$ cat src/rsc_pkg.sv
`default_nettype none

package rsc_pkg;

    // clock and serial timing
    localparam int unsigned CLK_PERIOD_NS = 20;
    localparam int unsigned TIMEOUT_MS    = 30;
    localparam int unsigned TIMEOUT_CYC   = TIMEOUT_MS * 1000000 / CLK_PERIOD_NS;
    localparam int unsigned SK_HALF_NS    = 1000;
    localparam int unsigned SK_HALF_CYC   = SK_HALF_NS / CLK_PERIOD_NS;

    // register map (byte addresses)
    localparam logic [11:0] CMD_STATUS_OFF = 12'h030;
    localparam logic [11:0] DATA_BYTE_OFF  = 12'h034;

    // field positions
    localparam int BUSY_BIT    = 31;
    localparam int CMD_MSB     = 30;
    localparam int CMD_LSB     = 28;
    localparam int TIMEOUT_BIT = 10;
    localparam int LOADED_BIT  = 9;
    localparam int ADDR_MSB    = 8;
    localparam int DATA_MSB    = 7;

    // reset values
    localparam logic [8:0] ADDR_RST = 9'h000;
    localparam logic [7:0] DATA_RST = 8'h00;
    localparam logic [2:0] CMD_RST  = 3'h0;

    // valid image marker in the first memory location
    localparam logic [7:0] IMAGE_SIG = 8'hA5;

    // serial frame: start bit, 2-bit opcode, 9 address bits, 8 data bits
    localparam int         FRAME_W   = 20;
    localparam logic [4:0] LEN_SHORT = 5'h0C;
    localparam logic [4:0] LEN_LONG  = 5'h14;

    typedef logic [2:0] rsc_cmd_t;

    localparam rsc_cmd_t CMD_READ       = 3'h0;
    localparam rsc_cmd_t CMD_WR_LOCK    = 3'h1;
    localparam rsc_cmd_t CMD_WR_UNLOCK  = 3'h2;
    localparam rsc_cmd_t CMD_WRITE      = 3'h3;
    localparam rsc_cmd_t CMD_WRITE_ALL  = 3'h4;
    localparam rsc_cmd_t CMD_ERASE      = 3'h5;
    localparam rsc_cmd_t CMD_ERASE_ALL  = 3'h6;
    localparam rsc_cmd_t CMD_REFETCH    = 3'h7;

    // only programming commands poll the memory ready line
    function automatic logic may_time_out(rsc_cmd_t c);
        return (c == CMD_WRITE) || (c == CMD_WRITE_ALL) ||
               (c == CMD_ERASE) || (c == CMD_ERASE_ALL);
    endfunction

    function automatic logic [4:0] frame_len(rsc_cmd_t c);
        return (c == CMD_READ || c == CMD_REFETCH || c == CMD_WRITE ||
                c == CMD_WRITE_ALL) ? LEN_LONG : LEN_SHORT;
    endfunction

    // frame left aligned, sent msb first
    function automatic logic [19:0] build_frame(rsc_cmd_t c, logic [8:0] a, logic [7:0] d);
        logic [19:0] f;
        f = 20'h00000;
        case (c)
            CMD_READ:      f = {3'h6, a, 8'h00};
            CMD_REFETCH:   f = {3'h6, 9'h000, 8'h00};
            CMD_WRITE:     f = {3'h5, a, d};
            CMD_ERASE:     f = {3'h7, a, 8'h00};
            CMD_WR_UNLOCK: f = {3'h4, 9'h180, 8'h00};
            CMD_WR_LOCK:   f = {3'h4, 9'h000, 8'h00};
            CMD_WRITE_ALL: f = {3'h4, 9'h080, d};
            CMD_ERASE_ALL: f = {3'h4, 9'h100, 8'h00};
            default:       f = 20'h00000;
        endcase
        return f;
    endfunction

endpackage

`default_nettype wire

$ cat src/rsc_eng_if.sv
`default_nettype none

interface rsc_eng_if;
    logic        start;
    logic [19:0] frame;
    logic [4:0]  nbits;
    logic        wait_ready;
    logic        done;
    logic        timed_out;
    logic [7:0]  rx_byte;

    modport ctrl (
        output start,
        output frame,
        output nbits,
        output wait_ready,
        input  done,
        input  timed_out,
        input  rx_byte
    );

    modport engine (
        input  start,
        input  frame,
        input  nbits,
        input  wait_ready,
        output done,
        output timed_out,
        output rx_byte
    );
endinterface

`default_nettype wire

$ cat src/rsc_top.sv
`default_nettype none

//Contract
// - an operation with no memory answer in 30 ms is abandoned, back to idle
// - time-out sets status bit 10; software clears it by writing one
// - data-in line high with no memory: nothing times out, busy clears at end
// - data-in line low with no memory: only erase/write commands may time out
// - load-complete bit 9 set after a valid image load; write one to clear
// - 9-bit byte address in bits 8:0 addresses the memory, resets to zero
// - data register at 034h holds last read byte or byte to write in 7:0
// - writing one to bit 31 starts the command; it self-clears when done
// - command field 30:28 selects read, lock, unlock, write, fills, erases, refetch
// - refetch fails without A5h at location zero and changes nothing
// - busy reads set from reset until the initial image load finishes
module rsc_top #(
    parameter int unsigned TIMEOUT_CYCLES = rsc_pkg::TIMEOUT_CYC
) (
    input  wire logic        pclk,
    input  wire logic        presetn,
    input  wire logic        psel,
    input  wire logic        penable,
    input  wire logic        pwrite,
    input  wire logic [11:0] paddr,
    input  wire logic [31:0] pwdata,
    output logic      [31:0] prdata,
    output logic             pready,
    output logic             pslverr,
    output logic             rom_select,
    output logic             rom_serial_clock,
    output logic             rom_serial_output_line,
    input  wire logic        rom_serial_input_line
);
    typedef enum logic [2:0] {
        ST_IDLE  = 3'b001,
        ST_ISSUE = 3'b010,
        ST_WAIT  = 3'b100
    } rsc_ctl_state_e;

    rsc_eng_if eng ();

    rsc_ctl_state_e    state_q;
    logic              boot_q;
    logic              busy_q;
    logic              timeout_q;
    logic              loaded_q;
    rsc_pkg::rsc_cmd_t cmd_q;
    logic [8:0]        addr_q;
    logic [7:0]        data_q;
    logic [31:0]       prdata_q;

    // bus decode
    wire setup_ph  = psel & ~penable;
    wire access_ph = psel & penable;
    wire hit_cmd   = (paddr == rsc_pkg::CMD_STATUS_OFF);
    wire hit_data  = (paddr == rsc_pkg::DATA_BYTE_OFF);
    wire hit_any   = hit_cmd | hit_data;
    wire wr_cmd    = access_ph & pwrite & hit_cmd;
    wire wr_data   = access_ph & pwrite & hit_data;

    // command and data are frozen while an operation runs
    wire accept_cmd  = wr_cmd & ~busy_q;
    wire accept_data = wr_data & ~busy_q;
    wire go          = accept_cmd & pwdata[rsc_pkg::BUSY_BIT];

    // operation in flight: the boot load is a refetch
    wire rsc_pkg::rsc_cmd_t op_cmd = boot_q ? rsc_pkg::CMD_REFETCH : cmd_q;
    wire finish      = (state_q == ST_WAIT) & eng.done;
    wire op_is_read  = (op_cmd == rsc_pkg::CMD_READ);
    wire op_is_fetch = (op_cmd == rsc_pkg::CMD_REFETCH);
    wire image_ok    = (eng.rx_byte == rsc_pkg::IMAGE_SIG);

    wire set_timeout = finish & eng.timed_out;
    wire clr_timeout = wr_cmd & pwdata[rsc_pkg::TIMEOUT_BIT];
    wire set_loaded  = finish & op_is_fetch & ~eng.timed_out & image_ok;
    wire clr_loaded  = wr_cmd & pwdata[rsc_pkg::LOADED_BIT];
    wire take_rx     = finish & op_is_read & ~eng.timed_out;

    // engine request
    assign eng.start      = (state_q == ST_ISSUE);
    assign eng.frame      = rsc_pkg::build_frame(op_cmd, addr_q, data_q);
    assign eng.nbits      = rsc_pkg::frame_len(op_cmd);
    assign eng.wait_ready = rsc_pkg::may_time_out(op_cmd);

    // read views
    wire [31:0] cmd_view  = {busy_q, cmd_q, 17'h00000, timeout_q, loaded_q, addr_q};
    wire [31:0] data_view = {24'h000000, data_q};
    wire [31:0] rd_mux    = hit_cmd  ? cmd_view  :
                            hit_data ? data_view : 32'h00000000;

    assign prdata  = prdata_q;
    assign pready  = 1'b1;
    assign pslverr = access_ph & ~hit_any;

    rsc_shift_engine #(
        .TIMEOUT_CYCLES (TIMEOUT_CYCLES)
    ) u_engine (
        .pclk                   (pclk),
        .presetn                (presetn),
        .eng                    (eng.engine),
        .rom_select             (rom_select),
        .rom_serial_clock       (rom_serial_clock),
        .rom_serial_output_line (rom_serial_output_line),
        .rom_serial_input_line  (rom_serial_input_line)
    );

    // control sequence; boot load starts straight out of reset
    always_ff @(posedge pclk or negedge presetn) begin
        if (!presetn) begin
            state_q <= ST_ISSUE;
            boot_q  <= 1'b1;
        end else begin
            case (state_q)
                ST_IDLE: begin
                    if (go) begin
                        state_q <= ST_ISSUE;
                    end
                end
                ST_ISSUE: state_q <= ST_WAIT;
                ST_WAIT: begin
                    if (eng.done) begin
                        state_q <= ST_IDLE;
                        boot_q  <= 1'b0;
                    end
                end
                default: state_q <= ST_IDLE;
            endcase
        end
    end

    // busy: set at reset and on start, cleared only at completion
    always_ff @(posedge pclk or negedge presetn) begin
        if (!presetn) begin
            busy_q <= 1'b1;
        end else if (go) begin
            busy_q <= 1'b1;
        end else if (finish) begin
            busy_q <= 1'b0;
        end
    end

    // sticky flags: a set in the same cycle as the clear wins
    always_ff @(posedge pclk or negedge presetn) begin
        if (!presetn) begin
            timeout_q <= 1'b0;
            loaded_q  <= 1'b0;
        end else begin
            timeout_q <= set_timeout | (timeout_q & ~clr_timeout);
            loaded_q  <= set_loaded | (loaded_q & ~clr_loaded);
        end
    end

    always_ff @(posedge pclk or negedge presetn) begin
        if (!presetn) begin
            cmd_q  <= rsc_pkg::CMD_RST;
            addr_q <= rsc_pkg::ADDR_RST;
        end else if (accept_cmd) begin
            cmd_q  <= pwdata[rsc_pkg::CMD_MSB:rsc_pkg::CMD_LSB];
            addr_q <= pwdata[rsc_pkg::ADDR_MSB:0];
        end
    end

    // refetch never touches the data byte, pass or fail
    always_ff @(posedge pclk or negedge presetn) begin
        if (!presetn) begin
            data_q <= rsc_pkg::DATA_RST;
        end else if (take_rx) begin
            data_q <= eng.rx_byte;
        end else if (accept_data) begin
            data_q <= pwdata[rsc_pkg::DATA_MSB:0];
        end
    end

    // read data captured in the setup phase, stable through access
    always_ff @(posedge pclk or negedge presetn) begin
        if (!presetn) begin
            prdata_q <= 32'h00000000;
        end else if (setup_ph) begin
            prdata_q <= rd_mux;
        end
    end
endmodule // rsc_top

`default_nettype wire

$ cat src/rsc_shift_engine.sv
`default_nettype none

module rsc_shift_engine #(
    parameter int unsigned TIMEOUT_CYCLES = rsc_pkg::TIMEOUT_CYC
) (
    input  wire logic       pclk,
    input  wire logic       presetn,
    rsc_eng_if.engine       eng,
    output logic            rom_select,
    output logic            rom_serial_clock,
    output logic            rom_serial_output_line,
    input  wire logic       rom_serial_input_line
);
    localparam int TW = $clog2(TIMEOUT_CYCLES + 1);
    localparam int DW = $clog2(rsc_pkg::SK_HALF_CYC + 1);
    localparam logic [TW-1:0] TMO_LAST  = TW'(TIMEOUT_CYCLES - 1);
    localparam logic [DW-1:0] HALF_LAST = DW'(rsc_pkg::SK_HALF_CYC - 1);

    typedef enum logic [3:0] {
        ST_IDLE  = 4'b0001,
        ST_SHIFT = 4'b0010,
        ST_GAP   = 4'b0100,
        ST_POLL  = 4'b1000
    } rsc_eng_state_e;

    rsc_eng_state_e state_q;
    logic [19:0]    frame_q;
    logic [4:0]     left_q;
    logic [DW-1:0]  div_q;
    logic [TW-1:0]  tmo_q;
    logic [7:0]     rx_q;
    logic           sk_q;
    logic           cs_q;
    logic           wait_q;
    logic           done_q;
    logic           tout_q;

    wire half      = (div_q == HALF_LAST);
    wire last_bit  = (left_q == 5'h01);
    wire tmo_hit   = (tmo_q == TMO_LAST);

    assign rom_select             = cs_q;
    assign rom_serial_clock       = sk_q;
    assign rom_serial_output_line = frame_q[rsc_pkg::FRAME_W-1];
    assign eng.done               = done_q;
    assign eng.timed_out          = tout_q;
    assign eng.rx_byte            = rx_q;

    always_ff @(posedge pclk or negedge presetn) begin
        if (!presetn) begin
            state_q <= ST_IDLE;
            frame_q <= 20'h00000;
            left_q  <= 5'h00;
            div_q   <= '0;
            tmo_q   <= '0;
            rx_q    <= 8'h00;
            sk_q    <= 1'b0;
            cs_q    <= 1'b0;
            wait_q  <= 1'b0;
            done_q  <= 1'b0;
            tout_q  <= 1'b0;
        end else begin
            done_q <= 1'b0;
            div_q  <= half ? '0 : div_q + DW'(1);
            case (state_q)
                ST_IDLE: begin
                    div_q <= '0;
                    if (eng.start) begin
                        frame_q <= eng.frame;
                        left_q  <= eng.nbits;
                        wait_q  <= eng.wait_ready;
                        cs_q    <= 1'b1;
                        sk_q    <= 1'b0;
                        tout_q  <= 1'b0;
                        state_q <= ST_SHIFT;
                    end
                end
                ST_SHIFT: begin
                    if (half) begin
                        sk_q <= ~sk_q;
                        // falling edge: advance output, capture input
                        if (sk_q) begin
                            frame_q <= {frame_q[18:0], 1'b0};
                            rx_q    <= {rx_q[6:0], rom_serial_input_line};
                            left_q  <= left_q - 5'h01;
                            if (last_bit) begin
                                cs_q <= 1'b0;
                                if (wait_q) begin
                                    state_q <= ST_GAP;
                                end else begin
                                    done_q  <= 1'b1;
                                    state_q <= ST_IDLE;
                                end
                            end
                        end
                    end
                end
                ST_GAP: begin
                    // deselect pulse so the memory drives its ready status
                    if (half) begin
                        cs_q    <= 1'b1;
                        tmo_q   <= '0;
                        state_q <= ST_POLL;
                    end
                end
                ST_POLL: begin
                    if (rom_serial_input_line) begin
                        cs_q    <= 1'b0;
                        done_q  <= 1'b1;
                        state_q <= ST_IDLE;
                    end else if (tmo_hit) begin
                        cs_q    <= 1'b0;
                        done_q  <= 1'b1;
                        tout_q  <= 1'b1;
                        state_q <= ST_IDLE;
                    end else begin
                        tmo_q <= tmo_q + TW'(1);
                    end
                end
                default: state_q <= ST_IDLE;
            endcase
        end
    end
endmodule // rsc_shift_engine

`default_nettype wire

$ cat config.mk
export PLATFORM = sky130hd
export DESIGN_NAME = rsc_top
export DESIGN_NICKNAME = d
export VERILOG_FILES = /design/src/rsc_pkg.sv /design/src/rsc_eng_if.sv /design/src/rsc_top.sv /design/src/rsc_shift_engine.sv
export SDC_FILE = /design/constraint.sdc
export NUM_CORES = 1
export LEC_CHECK = 0
export ABC_CLOCK_PERIOD_IN_PS = 2600
export BUFFER_PORTS_ARGS = -buffer_cell sky130_fd_sc_hd__buf_4
export CORE_MARGIN = 1.5
export CORE_UTILIZATION = 55
export DETAILED_ROUTE_END_ITERATION = 16
export PLACE_DENSITY = 0.78
export SYNTH_ARGS = -nofsm -noshare
export SYNTH_HDL_FRONTEND = slang
export SYNTH_SLANG_ARGS = --single-unit
$ cat constraint.sdc
create_clock -name pclk -period 2.6 [get_ports pclk]
set_input_delay 0.65 -clock pclk [delete_from_list [all_inputs] [get_ports pclk]]
set_output_delay 0.65 -clock pclk [all_outputs]
set_load 0.01 [all_outputs]
## Word level (Yosys, flattened, before mapping)

Cells that the tools add are included.

- Register bits: 128
- Bits of input ports: 50
- Output and inout port bits: 37
- Word-level logic and storage cells: 163

- Add/subtract/negate cells: 3
- Equal/unequal tests: 31
- Multiplexer cells: 56
- Bitwise logic cells: 30
- Reductions and logical operators: 23

Operator list:

| cell | count |
|---|---|
| 20-bit case mux with 8 select lines | 1 |
| 21-bit two-way mux | 3 |
| 20-bit two-way mux | 3 |
| 21-bit case mux with 2 select lines | 1 |
| 20-bit case mux with 2 select lines | 1 |
| 32-bit two-way mux | 1 |
| 4-bit two-way mux | 7 |
| 12-bit by 6-bit equality test with 1-bit output, second input constant | 2 |
| 8-bit two-way mux | 3 |
| 21-bit by 1-bit adder with 21-bit output, second input constant | 1 |
| 21-bit equality test, second input constant | 1 |
| 1-bit AND | 20 |
| 5-bit two-way mux | 4 |
| 1-bit two-way mux | 19 |
| 4-bit case mux with 4 select lines | 1 |
| 3-bit equality test, second input constant | 5 |
| 3-bit two-way mux | 4 |
| 6-bit two-way mux | 2 |
| 2-bit by 1-bit inequality test with 1-bit output, second input constant | 6 |
| 4-bit AND reduction | 3 |
| 5-bit case mux with 2 select lines | 1 |
| 2-bit nonzero test | 5 |
| 3-bit by 2-bit equality test with 1-bit output, second input constant | 3 |
| 3-bit case mux with 3 select lines | 1 |
| other kinds (23) | 45 |

## Longest topological paths before layout

Gate-level depths: netlist of the first run.

- Depth in word-level cells: 8
- Gate-level depth with buffers: 9
- Mapped depth without buffers: 7

## Hierarchy

Synthesis of the first run repeated with hierarchy kept, for this count alone.

- Cell total of the unflattened synthesis: 616
- Area total of the unflattened synthesis: 5959.5 um^2

Modules (own cells, without submodules):

| module | instances | cells an instance | area an instance (um^2) | sequential area each (um^2) |
|---|---|---|---|---|
| rsc_shift_engine | 1 | 392 | 3606.0 | 1727.9 |
| rsc_top | 1 | 224 | 2353.5 | 1054.8 |

## Least setup slack after synthesis of the first run

OpenSTA, ideal clock, no wires.

- Kind: input to register
- From: input port paddr[1]
- To: register addr_q[3]
- Library setup time: 0.128 ns
- Arrival time: 2.089 ns
- Required time: 2.472 ns
- Path slack: 0.384 ns
- Cell stages on the path: 5
- Path buffers: 1
- Path through: nor4b_1 nand4_1 nor3_2 buf_2 mux2_1

- Cells in the longest elaborated chain, start to end: 3

Ends and longest elaborated chain:

| item | RTL line | RTL |
|---|---|---|
| start, declared | rsc_top.sv:23 | `input wire logic [11:0] paddr,` |
| 12-bit by 6-bit equality test with 1-bit output | rsc_top.sv:54 | `wire hit_cmd = (paddr == rsc_pkg::CMD_STATUS_OFF);` |
| 1-bit AND | rsc_top.sv:57 | `wire wr_cmd = access_ph & pwrite & hit_cmd;` |
| 1-bit AND | rsc_top.sv:61 | `wire accept_cmd = wr_cmd & ~busy_q;` |
| end signal, assigned | rsc_top.sv:155 | `addr_q <= rsc_pkg::ADDR_RST;` |
| end signal, assigned | rsc_top.sv:158 | `addr_q <= pwdata[rsc_pkg::ADDR_MSB:0];` |
| end, declared | rsc_top.sv:47 | `logic [8:0] addr_q;` |

No other way between the ends.
A chain may end at the register's enable or synchronous reset.

## Worst setup path in the final report of the first run

- From: input port paddr[1]
- To: output port pslverr

- Cells in the longest elaborated chain, start to end: 4
- Elaborated cells between the ends (all ways): 5
- Those cells by class: eq/ne: 2; bitwise: 3

Ends and longest elaborated chain:

| item | RTL line | RTL |
|---|---|---|
| 12-bit by 6-bit equality test with 1-bit output, on equally long branches | rsc_top.sv:54, rsc_top.sv:55 |  |
| 1-bit OR (*) | rsc_top.sv:56 | `wire hit_any = hit_cmd \| hit_data;` |
| 1-bit inverter (*) | rsc_top.sv:92 | `assign pslverr = access_ph & ~hit_any;` |
| 1-bit AND (*) | rsc_top.sv:92 |  |
| end, declared | rsc_top.sv:27 | `output logic pslverr,` |

Every way passes the cells marked *; elsewhere a longest branch is shown, timed or not.

==> out/qor_table.md, run 1 <==
| Item | Reported |
|:---|:---|
| Status | complete, no violations |
| Type of the worst setup path | in2out |
| Number of storage elements in the synthesis netlist | 111 |
| # Max-Cap Violations | 0 |
| Iteration count of the initial detailed-routing pass | 5 |
| Longest Clk Path Bufs | 2 |
| Yosys cell types | 63 |
| Area enclosed by the die boundary | 0.0108 sq mm |
| Worst path max stage delay | 0.56 ns |
| Total of endpoints with negative setup slack in the final report | 0 |
| Leakage power figure | 2.87 nW |
| Overflow after GRT | 0 |
| CORE AREA | 0.00982 sq mm |
| CP bufs+invs | 2 |
| Type of the tightest min-delay check | in2async |
| Most common cell type on the critical path | sky130_fd_sc_hd__buf_4 |
| Relative slew slack | 31.5% |
| First-pass GRT wire length | 19900 um |
| Required arrival time at the worst endpoint | 1.95 ns |
| Weighted congestion at the end of routability-driven global placement | 0.829 |
| Residual DRC count | 0 |
| Startpoint class of the critical path | primary input |
| Number of antenna repair diodes | 0 |
| Synthesized instance count | 562 |
| Combined global-route utilization of all metal layers | 22.6% |
| Io pins | 87 |
| Fraction of final layout cells with drive strength greater than 1 | 17.3% |
| Clock period minus worst slack | 2.49 ns |
| Total number of yosys warnings | 0 |
| FILL cells | 809 |
| Crit path cell chain | buf_4 -> nor4b_1 -> nand3_1 -> and3_1 -> buf_4 |
| Fraction of registers with async set/reset | 100% |
| CTS tree | built |
| Commonest non-fill, non-tap cell in the layout | sky130_fd_sc_hd__dfrtp_1 |
| Pin count of the biggest net entering global routing | 112 |
| Number of hold buffers added after cts | 0 |
| Average cell area after synthesis | 9.97 sq um |
| Worst setup EP type | output pin |
| Insertion delay to the later sink of the worst-skew pair | 0.38 ns |
| Predominant post-synthesis flop cell | sky130_fd_sc_hd__dfrtp_1 |
| Critical path's top delay family | simple AND/OR/NAND/NOR gates |
| Die outline width | 104 um |
| Count of placed standard cells in the final layout, fillers left out | 746 |
| Critical-path maximum fanout | 3 |
| Antenna viol nets, final | 0 |
| Detailed-route via count | 4341 |
| Final layout net count | 663 |
| Final Hold Fails | 0 |
| Arrival time of data at the critical path endpoint | 1.84 ns |
| Post-detailed-routing wire length | 11600 um |
| Port-buffer cells | 51 |
| Detailed router's first-iteration violation count | 226 |
| Vias per inst | 5.82 |
| Mapped cell area | 0.00561 sq mm |
| Number of buffers created by CTS | 9 |
| Period utilization | 95.9% |
| Number of enable-type register cells in the synthesized netlist | 0 |
| Row count | 36 |
| Setup repair after global routing missed its margin | false |
| Initial antenna violation count | 0 |
| Maximum frequency from static timing analysis | 0.401 GHz |
| Final worst clock skew | 0.0147 ns |
| Routed len/inst | 15.6 um |
| Commonest non-fill, non-tap cells in the layout | 107 x sky130_fd_sc_hd__dfrtp_1, 67 x sky130_fd_sc_hd__buf_4, 61 x sky130_fd_sc_hd__nor2_1, 51 x sky130_fd_sc_hd__nand2_1, 30 x sky130_fd_sc_hd__o21ai_0 |
| Cell with the largest stage delay on the worst path | sky130_fd_sc_hd__nor4b_1 |
| Layout-stage area growth over the synthesis result | 11.3% |
| Vias in the first global route | 4259 |
| Power Density | 453 mW/mm^2 |
| Total Neg Setup Slack | 0 ns |
| Clock slew at reported path FFs | 0.10 ns |
| Number of post-CTS setup repair buffers | 0 |
| Transition time of the tightest slew-check pin | 1.02 ns |
| Initial core utilization | 57.1% |
| Sink count of the clock tree | 111 |
| Total of cells resized after clock tree synthesis | 0 |
| Highest ir drop seen on vdd | 0.381 mV |
| Number of cells in the design after placement | 730 |
| Placed wire-length estimate | 8280 um |
| Die Ht | 104 um |
| Clock root buffer | sky130_fd_sc_hd__clkbuf_8 |
| CTS H-tree depth | 3 |
| Sequential-to-total area share from yosys stat | 49.6% |
| Final number of max-transition violations | 0 |
[final timing paths]
check / from / end / slack (ns) / cells past startpoint
worst max-delay path: paddr[1] / pslverr / 0.11 / 5
max in group asynchronous: presetn / data_q[1] / 1.84 / 2
worst min-delay path: presetn / prdata[8] / 0.33 / 2
worst max register to register: u_engine.state_q[1] / u_engine.tmo_q[4] / 0.27 / 6
min in group pclk: pwdata[28] / cmd_q[0] / 0.48 / 3
worst min register to register: prdata[0] / prdata[0] / 0.49 / 2
[logic make-up after synthesis]
family / share of synthesized area (%)
xor gates and xnor gates: 1.56
other: 0.134
adders and majority gates: 1.12
AOI/OAI and AO/OA: 14.2
and+or+nand+nor: 18.8
buffers and inverters: 6.83
muxes: 7.75
DFF: 49.6
[per-stage QoR]
step / util (%) / hold WS, ns / setup slack [ns] / area, sq um / power, mW
floorplan: - / 0.354 / 0.384 / 5670 / 1.81
global placement: 61.6 / 0.463 / 0.209 / 6050 / 1.87
detailed placement: 61.6 / 0.472 / 0.0921 / 6050 / 1.87
CTS: 63.5 / 0.367 / 0.168 / 6240 / 2.85
global route: 63.5 / 0.391 / 0.0666 / 6240 / 2.93
finish: 63.5 / 0.330 / 0.107 / 6240 / 2.83
[layout make-up]
cell class	count	area [sq um]	area share, %
clock buffers	14	173	2.77
clock inverters	2	15.0	0.241
inverters	18	67.6	1.08
multi-input cells	400	2510	40.3
flip-flops and latches	111	2780	44.6
well taps	133	166	2.67
repair buffers	68	523	8.38
[routing by layer]
metal	vias to the layer above	GRT usage [%]	wire length, um
met2	122	38.0	5760
met1	2115	29.1	5170
met4	0	7.94	226
met3	24	4.64	453
met5	-	0	0
li1	2080	-	-
[cell usage after synthesis, types with 8 or more instances]
cell,instances,area (sq um)
sky130_fd_sc_hd__dfrtp_1,107,2680
sky130_fd_sc_hd__nor2_1,61,229
sky130_fd_sc_hd__nand2_1,51,191
sky130_fd_sc_hd__o21ai_0,30,150
sky130_fd_sc_hd__a21oi_1,26,130
sky130_fd_sc_hd__mux2i_1,22,220
sky130_fd_sc_hd__nand3_1,19,95.1
sky130_fd_sc_hd__buf_4,18,135
sky130_fd_sc_hd__inv_1,17,63.8
sky130_fd_sc_hd__clkbuf_1,15,56.3
sky130_fd_sc_hd__a221oi_1,14,123
sky130_fd_sc_hd__nand4_1,14,87.6
sky130_fd_sc_hd__a31oi_1,13,81.3
sky130_fd_sc_hd__mux2_2,11,124
sky130_fd_sc_hd__and3_1,9,56.3
sky130_fd_sc_hd__nor3_1,9,45.0
sky130_fd_sc_hd__nor4b_1,9,78.8
sky130_fd_sc_hd__a22o_1,8,70.1
sky130_fd_sc_hd__mux2_1,8,90.1
[report_power, final]
part / switching [mW] / total, mW / internal (mW)
Clock: 0.560 / 0.989 / 0.429
Sequential: 0.000859 / 1.73 / 1.73
Combinational: 0.0681 / 0.112 / 0.0437
Total: 0.629 / 2.83 / 2.20
[flip-flops by register name, indices dropped and copies added, names as in the netlist, 3 cells and up]
name	flops
u_engine.tmo_q	21
u_engine.frame_q	20
prdata	15
addr_q	9
data_q	8
u_engine.eng.rx_byte	8
u_engine.div_q	6
u_engine.left_q	5
u_engine.state_q	4
cmd_q	3
state_q	3
Note: power is estimated with default switching activity, not from simulation.
==> inputs of run 2 (changes only) <==
--- a/config.mk
+++ b/config.mk
@@ -7,9 +7,11 @@
 export LEC_CHECK = 0
 export ABC_CLOCK_PERIOD_IN_PS = 2600
 export BUFFER_PORTS_ARGS = -buffer_cell sky130_fd_sc_hd__buf_4
+export CAP_MARGIN = 0
 export CORE_MARGIN = 1.5
 export CORE_UTILIZATION = 55
 export DETAILED_ROUTE_END_ITERATION = 16
+export GPL_TIMING_DRIVEN = 0
 export PLACE_DENSITY = 0.78
 export SYNTH_ARGS = -nofsm -noshare
 export SYNTH_HDL_FRONTEND = slang
==> out/qor_table.md, run 2 (synthesis gave the netlist of run 1 again) <==
| Item | Reported |
|:---|:---|
| Status | complete, no violations |
| Layout-stage area growth over the synthesis result | 14.8% |
| Final number of max-transition violations | 0 |
| Startpoint class of the critical path | register |
| Worst path max stage delay | 0.59 ns |
| Setup repair after global routing missed its margin | false |
| Area enclosed by the die boundary | 0.0108 sq mm |
| Final core area utilization | 65.5% |
| Post-detailed-routing wire length | 12100 um |
| Power share of the sequential group | 61.9% |
| Die outline width | 104 um |
| Final Hold Fails | 0 |
| Critical-path maximum fanout | 10 |
| Switching Share | 22.3% |
| Clock slew at reported path FFs | 0.10 ns |
| Residual DRC count | 0 |
| Arrival time of data at the critical path endpoint | 2.66 ns |
| Clock group share of total power | 33.2% |
| CTS H-tree depth | 3 |
| Final layout net count | 698 |
| Overflow after GRT | 0 |
| Post-place instance area | 0.00621 sq mm |
| Cell Int Power | 2.17 mW |
| Crit path cell chain | nor3b_1 -> nand2_1 -> and2_1 -> clkbuf_1 -> a221oi_1 -> nor2_1 |
| Maximum frequency from static timing analysis | 0.414 GHz |
| Initial antenna violation count | 0 |
| Commonest non-fill, non-tap cells in the layout | 107 x sky130_fd_sc_hd__dfrtp_1, 70 x sky130_fd_sc_hd__buf_4, 61 x sky130_fd_sc_hd__nor2_1, 51 x sky130_fd_sc_hd__nand2_1, 30 x sky130_fd_sc_hd__o21ai_0 |
| Total Neg Setup Slack | 0 ns |
| FILL cells | 828 |
| Initial core utilization | 57.1% |
| Weighted congestion at the end of routability-driven global placement | 0.835 |
| Required arrival time at the worst endpoint | 2.84 ns |
| Commonest non-fill, non-tap cell in the layout | sky130_fd_sc_hd__dfrtp_1 |
| Iteration count of the initial detailed-routing pass | 4 |
| Relative slew slack | 34.4% |
| Type of the worst setup path | reg2reg |
| Transition time of the tightest slew-check pin | 0.977 ns |
| Number of antenna repair diodes | 0 |
| Sink count of the clock tree | 111 |
| Power spent charging and discharging nets | 623 uW |
| Leakage power figure | 2.99 nW |
| Longest Clk Path Bufs | 2 |
| Insertion delay to the later sink of the worst-skew pair | 0.37 ns |
| Combinational Power Share | 4.9% |
| Pin count of the biggest net entering global routing | 112 |
| Period utilization | 92.8% |
| Clock period minus worst slack | 2.41 ns |
| CTS tree | built |
| Reg with most FFs | u_engine.tmo_q |
| # Max-Cap Violations | 0 |
| Type of the tightest min-delay check | in2async |
| Io pins | 87 |
| Port-buffer cells | 51 |
| Highest ir drop seen on vdd | 0.325 mV |
| Power Density | 433 mW/mm^2 |
| Cell with the largest stage delay on the worst path | sky130_fd_sc_hd__dfstp_2 |
| Vias in the first global route | 4290 |
| Largest register FFs | 21 |
| Detailed-route via count | 4460 |
| Antenna viol nets, final | 0 |
| Detailed router's first-iteration violation count | 199 |
| Row count | 36 |
| Worst setup EP type | register |
| Placed wire-length estimate | 8760 um |
| Clock root buffer | sky130_fd_sc_hd__clkbuf_8 |
| Final worst clock skew | 0.0181 ns |
| Hold Worst Slack | 0.0600 ns |
| Total of endpoints with negative setup slack in the final report | 0 |
| Area of all placed cells without fillers | 0.00644 sq mm |
| Fraction of final layout cells with drive strength greater than 1 | 18.5% |
| CORE AREA | 0.00982 sq mm |
| Die Ht | 104 um |
| Vias per inst | 5.71 |
| Combined global-route utilization of all metal layers | 23.4% |
| Number of buffers created by CTS | 9 |
| First-pass GRT wire length | 20600 um |
| Routed len/inst | 15.5 um |
-- run 2: through the flow --
stage	setup WS, ns	power (mW)	std cells
floorplan	0.384	1.81	578
global placement	-0.147	1.89	762
detailed placement	-0.226	1.89	762
CTS	0.154	2.81	778
global route	0.0409	2.89	781
finish	0.186	2.79	781
-- run 2: area by class of cell --
type                    count  area [sq um]  share of cell area (%)
clock inverters             3          21.3                   0.330
flip-flops and latches    111          2780                    43.2
multi-input cells         400          2500                    38.9
plain buffers              49           315                    4.90
repair buffers             54           429                    6.67
clock buffers              13           149                    2.31
inverters                  18          67.6                    1.05
well taps                 133           166                    2.59
-- run 2: path summary, 6_finish.rpt --
check                      depth (start not counted)             endpoint        from  slack [ns]
max                                                6  u_engine.frame_q[1]  state_q[1]        0.19
min                                                1            prdata[8]     presetn        0.06
max reg2reg                                        6  u_engine.frame_q[1]  state_q[1]        0.19
min reg2reg                                        2            prdata[6]   prdata[6]        0.49
max in group asynchronous                          2  u_engine.state_q[0]     presetn        1.83
min in group pclk                                  2            prdata[6]   prdata[6]        0.49
-- run 2: critical path: cells and delay by family (launching register included) --
kind	cells	cell delay (ns)
AO/OA/AOI/OAI	1	0.35
flip-flops	1	0.59
AND/OR/NAND/NOR	4	1.11
buffers and inverters	1	0.24
-- run 2: what timing repair did --
item                                    CTS  global route
endpoints found under the setup margin    0             3
buffers inserted                          0             2
gates resized for setup                   0             1
hold buffers                              0             0
hold endpoints to repair                  0             0
-- run 2: routing by layer --
metal / track usage [%] / share of wire (%)
met1: 30.6 / 45
met4: 6.05 / 0.84
met3: 3.57 / 3.9
met2: 40.9 / 50
met5: 0 / 0
-- run 2: power by group through the flow --
stage	Clock, mW	Combinational [mW]	Sequential, mW
finish	0.926	0.136	1.73
global route	1.01	0.152	1.73
CTS	0.956	0.132	1.73
detailed placement	0	0.131	1.76
global placement	0	0.130	1.76
floorplan	0	0.0489	1.76
==> inputs of run 3 (changes only) <==
--- a/config.mk
+++ b/config.mk
@@ -10,9 +10,11 @@
 export CAP_MARGIN = 0
 export CORE_MARGIN = 1.5
 export CORE_UTILIZATION = 55
+export CTS_BUF_LIST = sky130_fd_sc_hd__clkbuf_2 sky130_fd_sc_hd__clkbuf_4 sky130_fd_sc_hd__clkbuf_8
 export DETAILED_ROUTE_END_ITERATION = 16
 export GPL_TIMING_DRIVEN = 0
 export PLACE_DENSITY = 0.78
+export SETUP_SLACK_MARGIN = 0.3
 export SYNTH_ARGS = -nofsm -noshare
 export SYNTH_HDL_FRONTEND = slang
 export SYNTH_SLANG_ARGS = --single-unit
==> out/qor_table.md, run 3 (synthesis gave the netlist of run 1 again) <==
| Item | Reported |
|:---|:---|
| Status | complete, no violations |
| Sink count of the clock tree | 111 |
| Detailed router's first-iteration violation count | 196 |
| Setup repair after global routing missed its margin | true |
| Count of placed standard cells in the final layout, fillers left out | 781 |
| Final Hold Fails | 0 |
| Fraction of final layout cells with drive strength greater than 1 | 21.3% |
| Type of the tightest min-delay check | in2async |
| Final layout net count | 698 |
| Switching Share | 22.1% |
| Routed len/inst | 15.6 um |
| Commonest non-fill, non-tap cell in the layout | sky130_fd_sc_hd__dfrtp_1 |
| Worst setup path startpoint | u_engine.state_q[2] |
| Initial antenna violation count | 0 |
| Combinational Power Share | 5.0% |
| Largest register FFs | 21 |
| Maximum frequency from static timing analysis | 0.454 GHz |
| CTS tree | built |
| Port-buffer cells | 51 |
| Combined global-route utilization of all metal layers | 23.5% |
| Initial core utilization | 57.1% |
| Reg2reg path depth | 9 |
| Row count | 36 |
| Number of antenna repair diodes | 0 |
| Cell Int Power | 2.20 mW |
| Transition time of the tightest slew-check pin | 0.781 ns |
| Required arrival time at the worst endpoint | 2.85 ns |
| Type of the worst setup path | reg2reg |
| Placed wire-length estimate | 8760 um |
| Leakage power figure | 3.05 nW |
| Die outline width | 104 um |
| Io pins | 87 |
| Clock slew at reported path FFs | 0.10 ns |
| Relative slew slack | 47.9% |
| Weighted congestion at the end of routability-driven global placement | 0.835 |
| Detailed-route via count | 4466 |
| First-pass GRT wire length | 20600 um |
| Critical-path maximum fanout | 10 |
| Final core area utilization | 66.6% |
| Longest Clk Path Bufs | 2 |
| Source of the worst register-to-register timing path | u_engine.state_q[2] |
| Power Density | 432 mW/mm^2 |
| Overflow after GRT | 0 |
| Period utilization | 84.7% |
| CORE AREA | 0.00982 sq mm |
| Arrival time of data at the critical path endpoint | 2.46 ns |
| Area of all placed cells without fillers | 0.00654 sq mm |
| Startpoint class of the critical path | register |
| Antenna viol nets, final | 0 |
| Die Ht | 104 um |
| # Max-Cap Violations | 0 |
| Clock root buffer | sky130_fd_sc_hd__clkbuf_8 |
| Power share of the sequential group | 61.2% |
| Clock period minus worst slack | 2.20 ns |
| Post-place instance area | 0.00621 sq mm |
| CTS H-tree depth | 3 |
| Commonest non-fill, non-tap cells in the layout | 106 x sky130_fd_sc_hd__dfrtp_1, 70 x sky130_fd_sc_hd__buf_4, 61 x sky130_fd_sc_hd__nor2_1, 51 x sky130_fd_sc_hd__nand2_1, 30 x sky130_fd_sc_hd__o21ai_0 |
| Reg with most FFs | u_engine.tmo_q |
| Final number of max-transition violations | 0 |
| Number of buffers created by CTS | 9 |
| Total of endpoints with negative setup slack in the final report | 0 |
| Post-detailed-routing wire length | 12200 um |
| Final worst clock skew | 0.0187 ns |
| Power spent charging and discharging nets | 623 uW |
| Area enclosed by the die boundary | 0.0108 sq mm |
| Worst setup EP type | register |
| Vias per inst | 5.72 |
| Number of cells in the design after placement | 762 |
| Layout-stage area growth over the synthesis result | 16.7% |
| Highest ir drop seen on vdd | 0.336 mV |
| Clock group share of total power | 33.8% |
| Total Neg Setup Slack | 0 ns |
| Vias in the first global route | 4307 |
| Insertion delay to the later sink of the worst-skew pair | 0.37 ns |
| Pin count of the biggest net entering global routing | 112 |
| Iteration count of the initial detailed-routing pass | 5 |
| Residual DRC count | 0 |
-- run 3: cell types whose count changed in the layout (fill, tap and decap cells not counted), sizes merged --
cell,before,now
clkbuf,29,30
clkinvlp,1,2
clkinv,3,2
buf,87,86
-- run 3: critical path, stage by stage, from the launching register on --
cell                       delay, ns
sky130_fd_sc_hd__dfrtp_1        0.37
sky130_fd_sc_hd__clkbuf_1       0.22
sky130_fd_sc_hd__or4b_1         0.53
sky130_fd_sc_hd__buf_6          0.17
sky130_fd_sc_hd__nor2_8         0.10
sky130_fd_sc_hd__o21ai_2        0.08
sky130_fd_sc_hd__buf_6          0.15
sky130_fd_sc_hd__buf_2          0.19
sky130_fd_sc_hd__a21oi_1        0.17
sky130_fd_sc_hd__mux2i_1        0.11
-- run 3: stage by stage --
| step | setup slack [ns] | total power, mW | hold slack (ns) |
|---|---|---|---|
| after global placement | -0.147 | 1.89 | 0.463 |
| after global routing | 0.232 | 2.93 | 0.0392 |
| after floorplan | 0.384 | 1.81 | 0.354 |
| after CTS | 0.313 | 2.85 | 0.474 |
| final | 0.398 | 2.82 | 0.0641 |
| after detailed placement | -0.226 | 1.89 | 0.472 |
-- run 3: area by class of cell --
class	count	area (sq um)
multi-input cells	400	2590
repair buffers	54	429
plain buffers	49	318
fillers	806	3280
clock inverters	3	21.3
clock buffers	13	160
inverters	18	71.3
flip-flops and latches	111	2780
well taps	133	166
-- run 3: timing repair --
item / in CTS / in global routing
hold buffers: 0 / 0
pin swaps: 1 / 0
gates resized for setup: 5 / 15
endpoints found under the setup margin: 25 / 46
setup buffers: 1 / 1
-- run 3: worst paths after layout --
check	endpoint	slack, ns
worst min register to register	prdata[6]	0.49
worst max register to register	u_engine.tmo_q[13]	0.40
min in group pclk	prdata[6]	0.49
max in group asynchronous	u_engine.tmo_q[0]	1.82
worst max-delay path	u_engine.tmo_q[13]	0.40
worst min-delay path	prdata[8]	0.06
-- run 3: power by group through the flow --
stage | sequential (mW) | combinational [mW] | clock, mW
floorplan | 1.76 | 0.0489 | 0
global placement | 1.76 | 0.130 | 0
detailed placement | 1.76 | 0.131 | 0
CTS | 1.73 | 0.133 | 0.987
global route | 1.73 | 0.157 | 1.05
finish | 1.73 | 0.140 | 0.955
-- run 3: layer usage --
metal	vias up	global-route usage [%]	part of all wire (%)
met1	2176	31.0	43
li1	2155	-	-
met4	0	6.25	1.4
met2	119	40.6	51
met5	-	0	0
met3	16	3.51	4.5
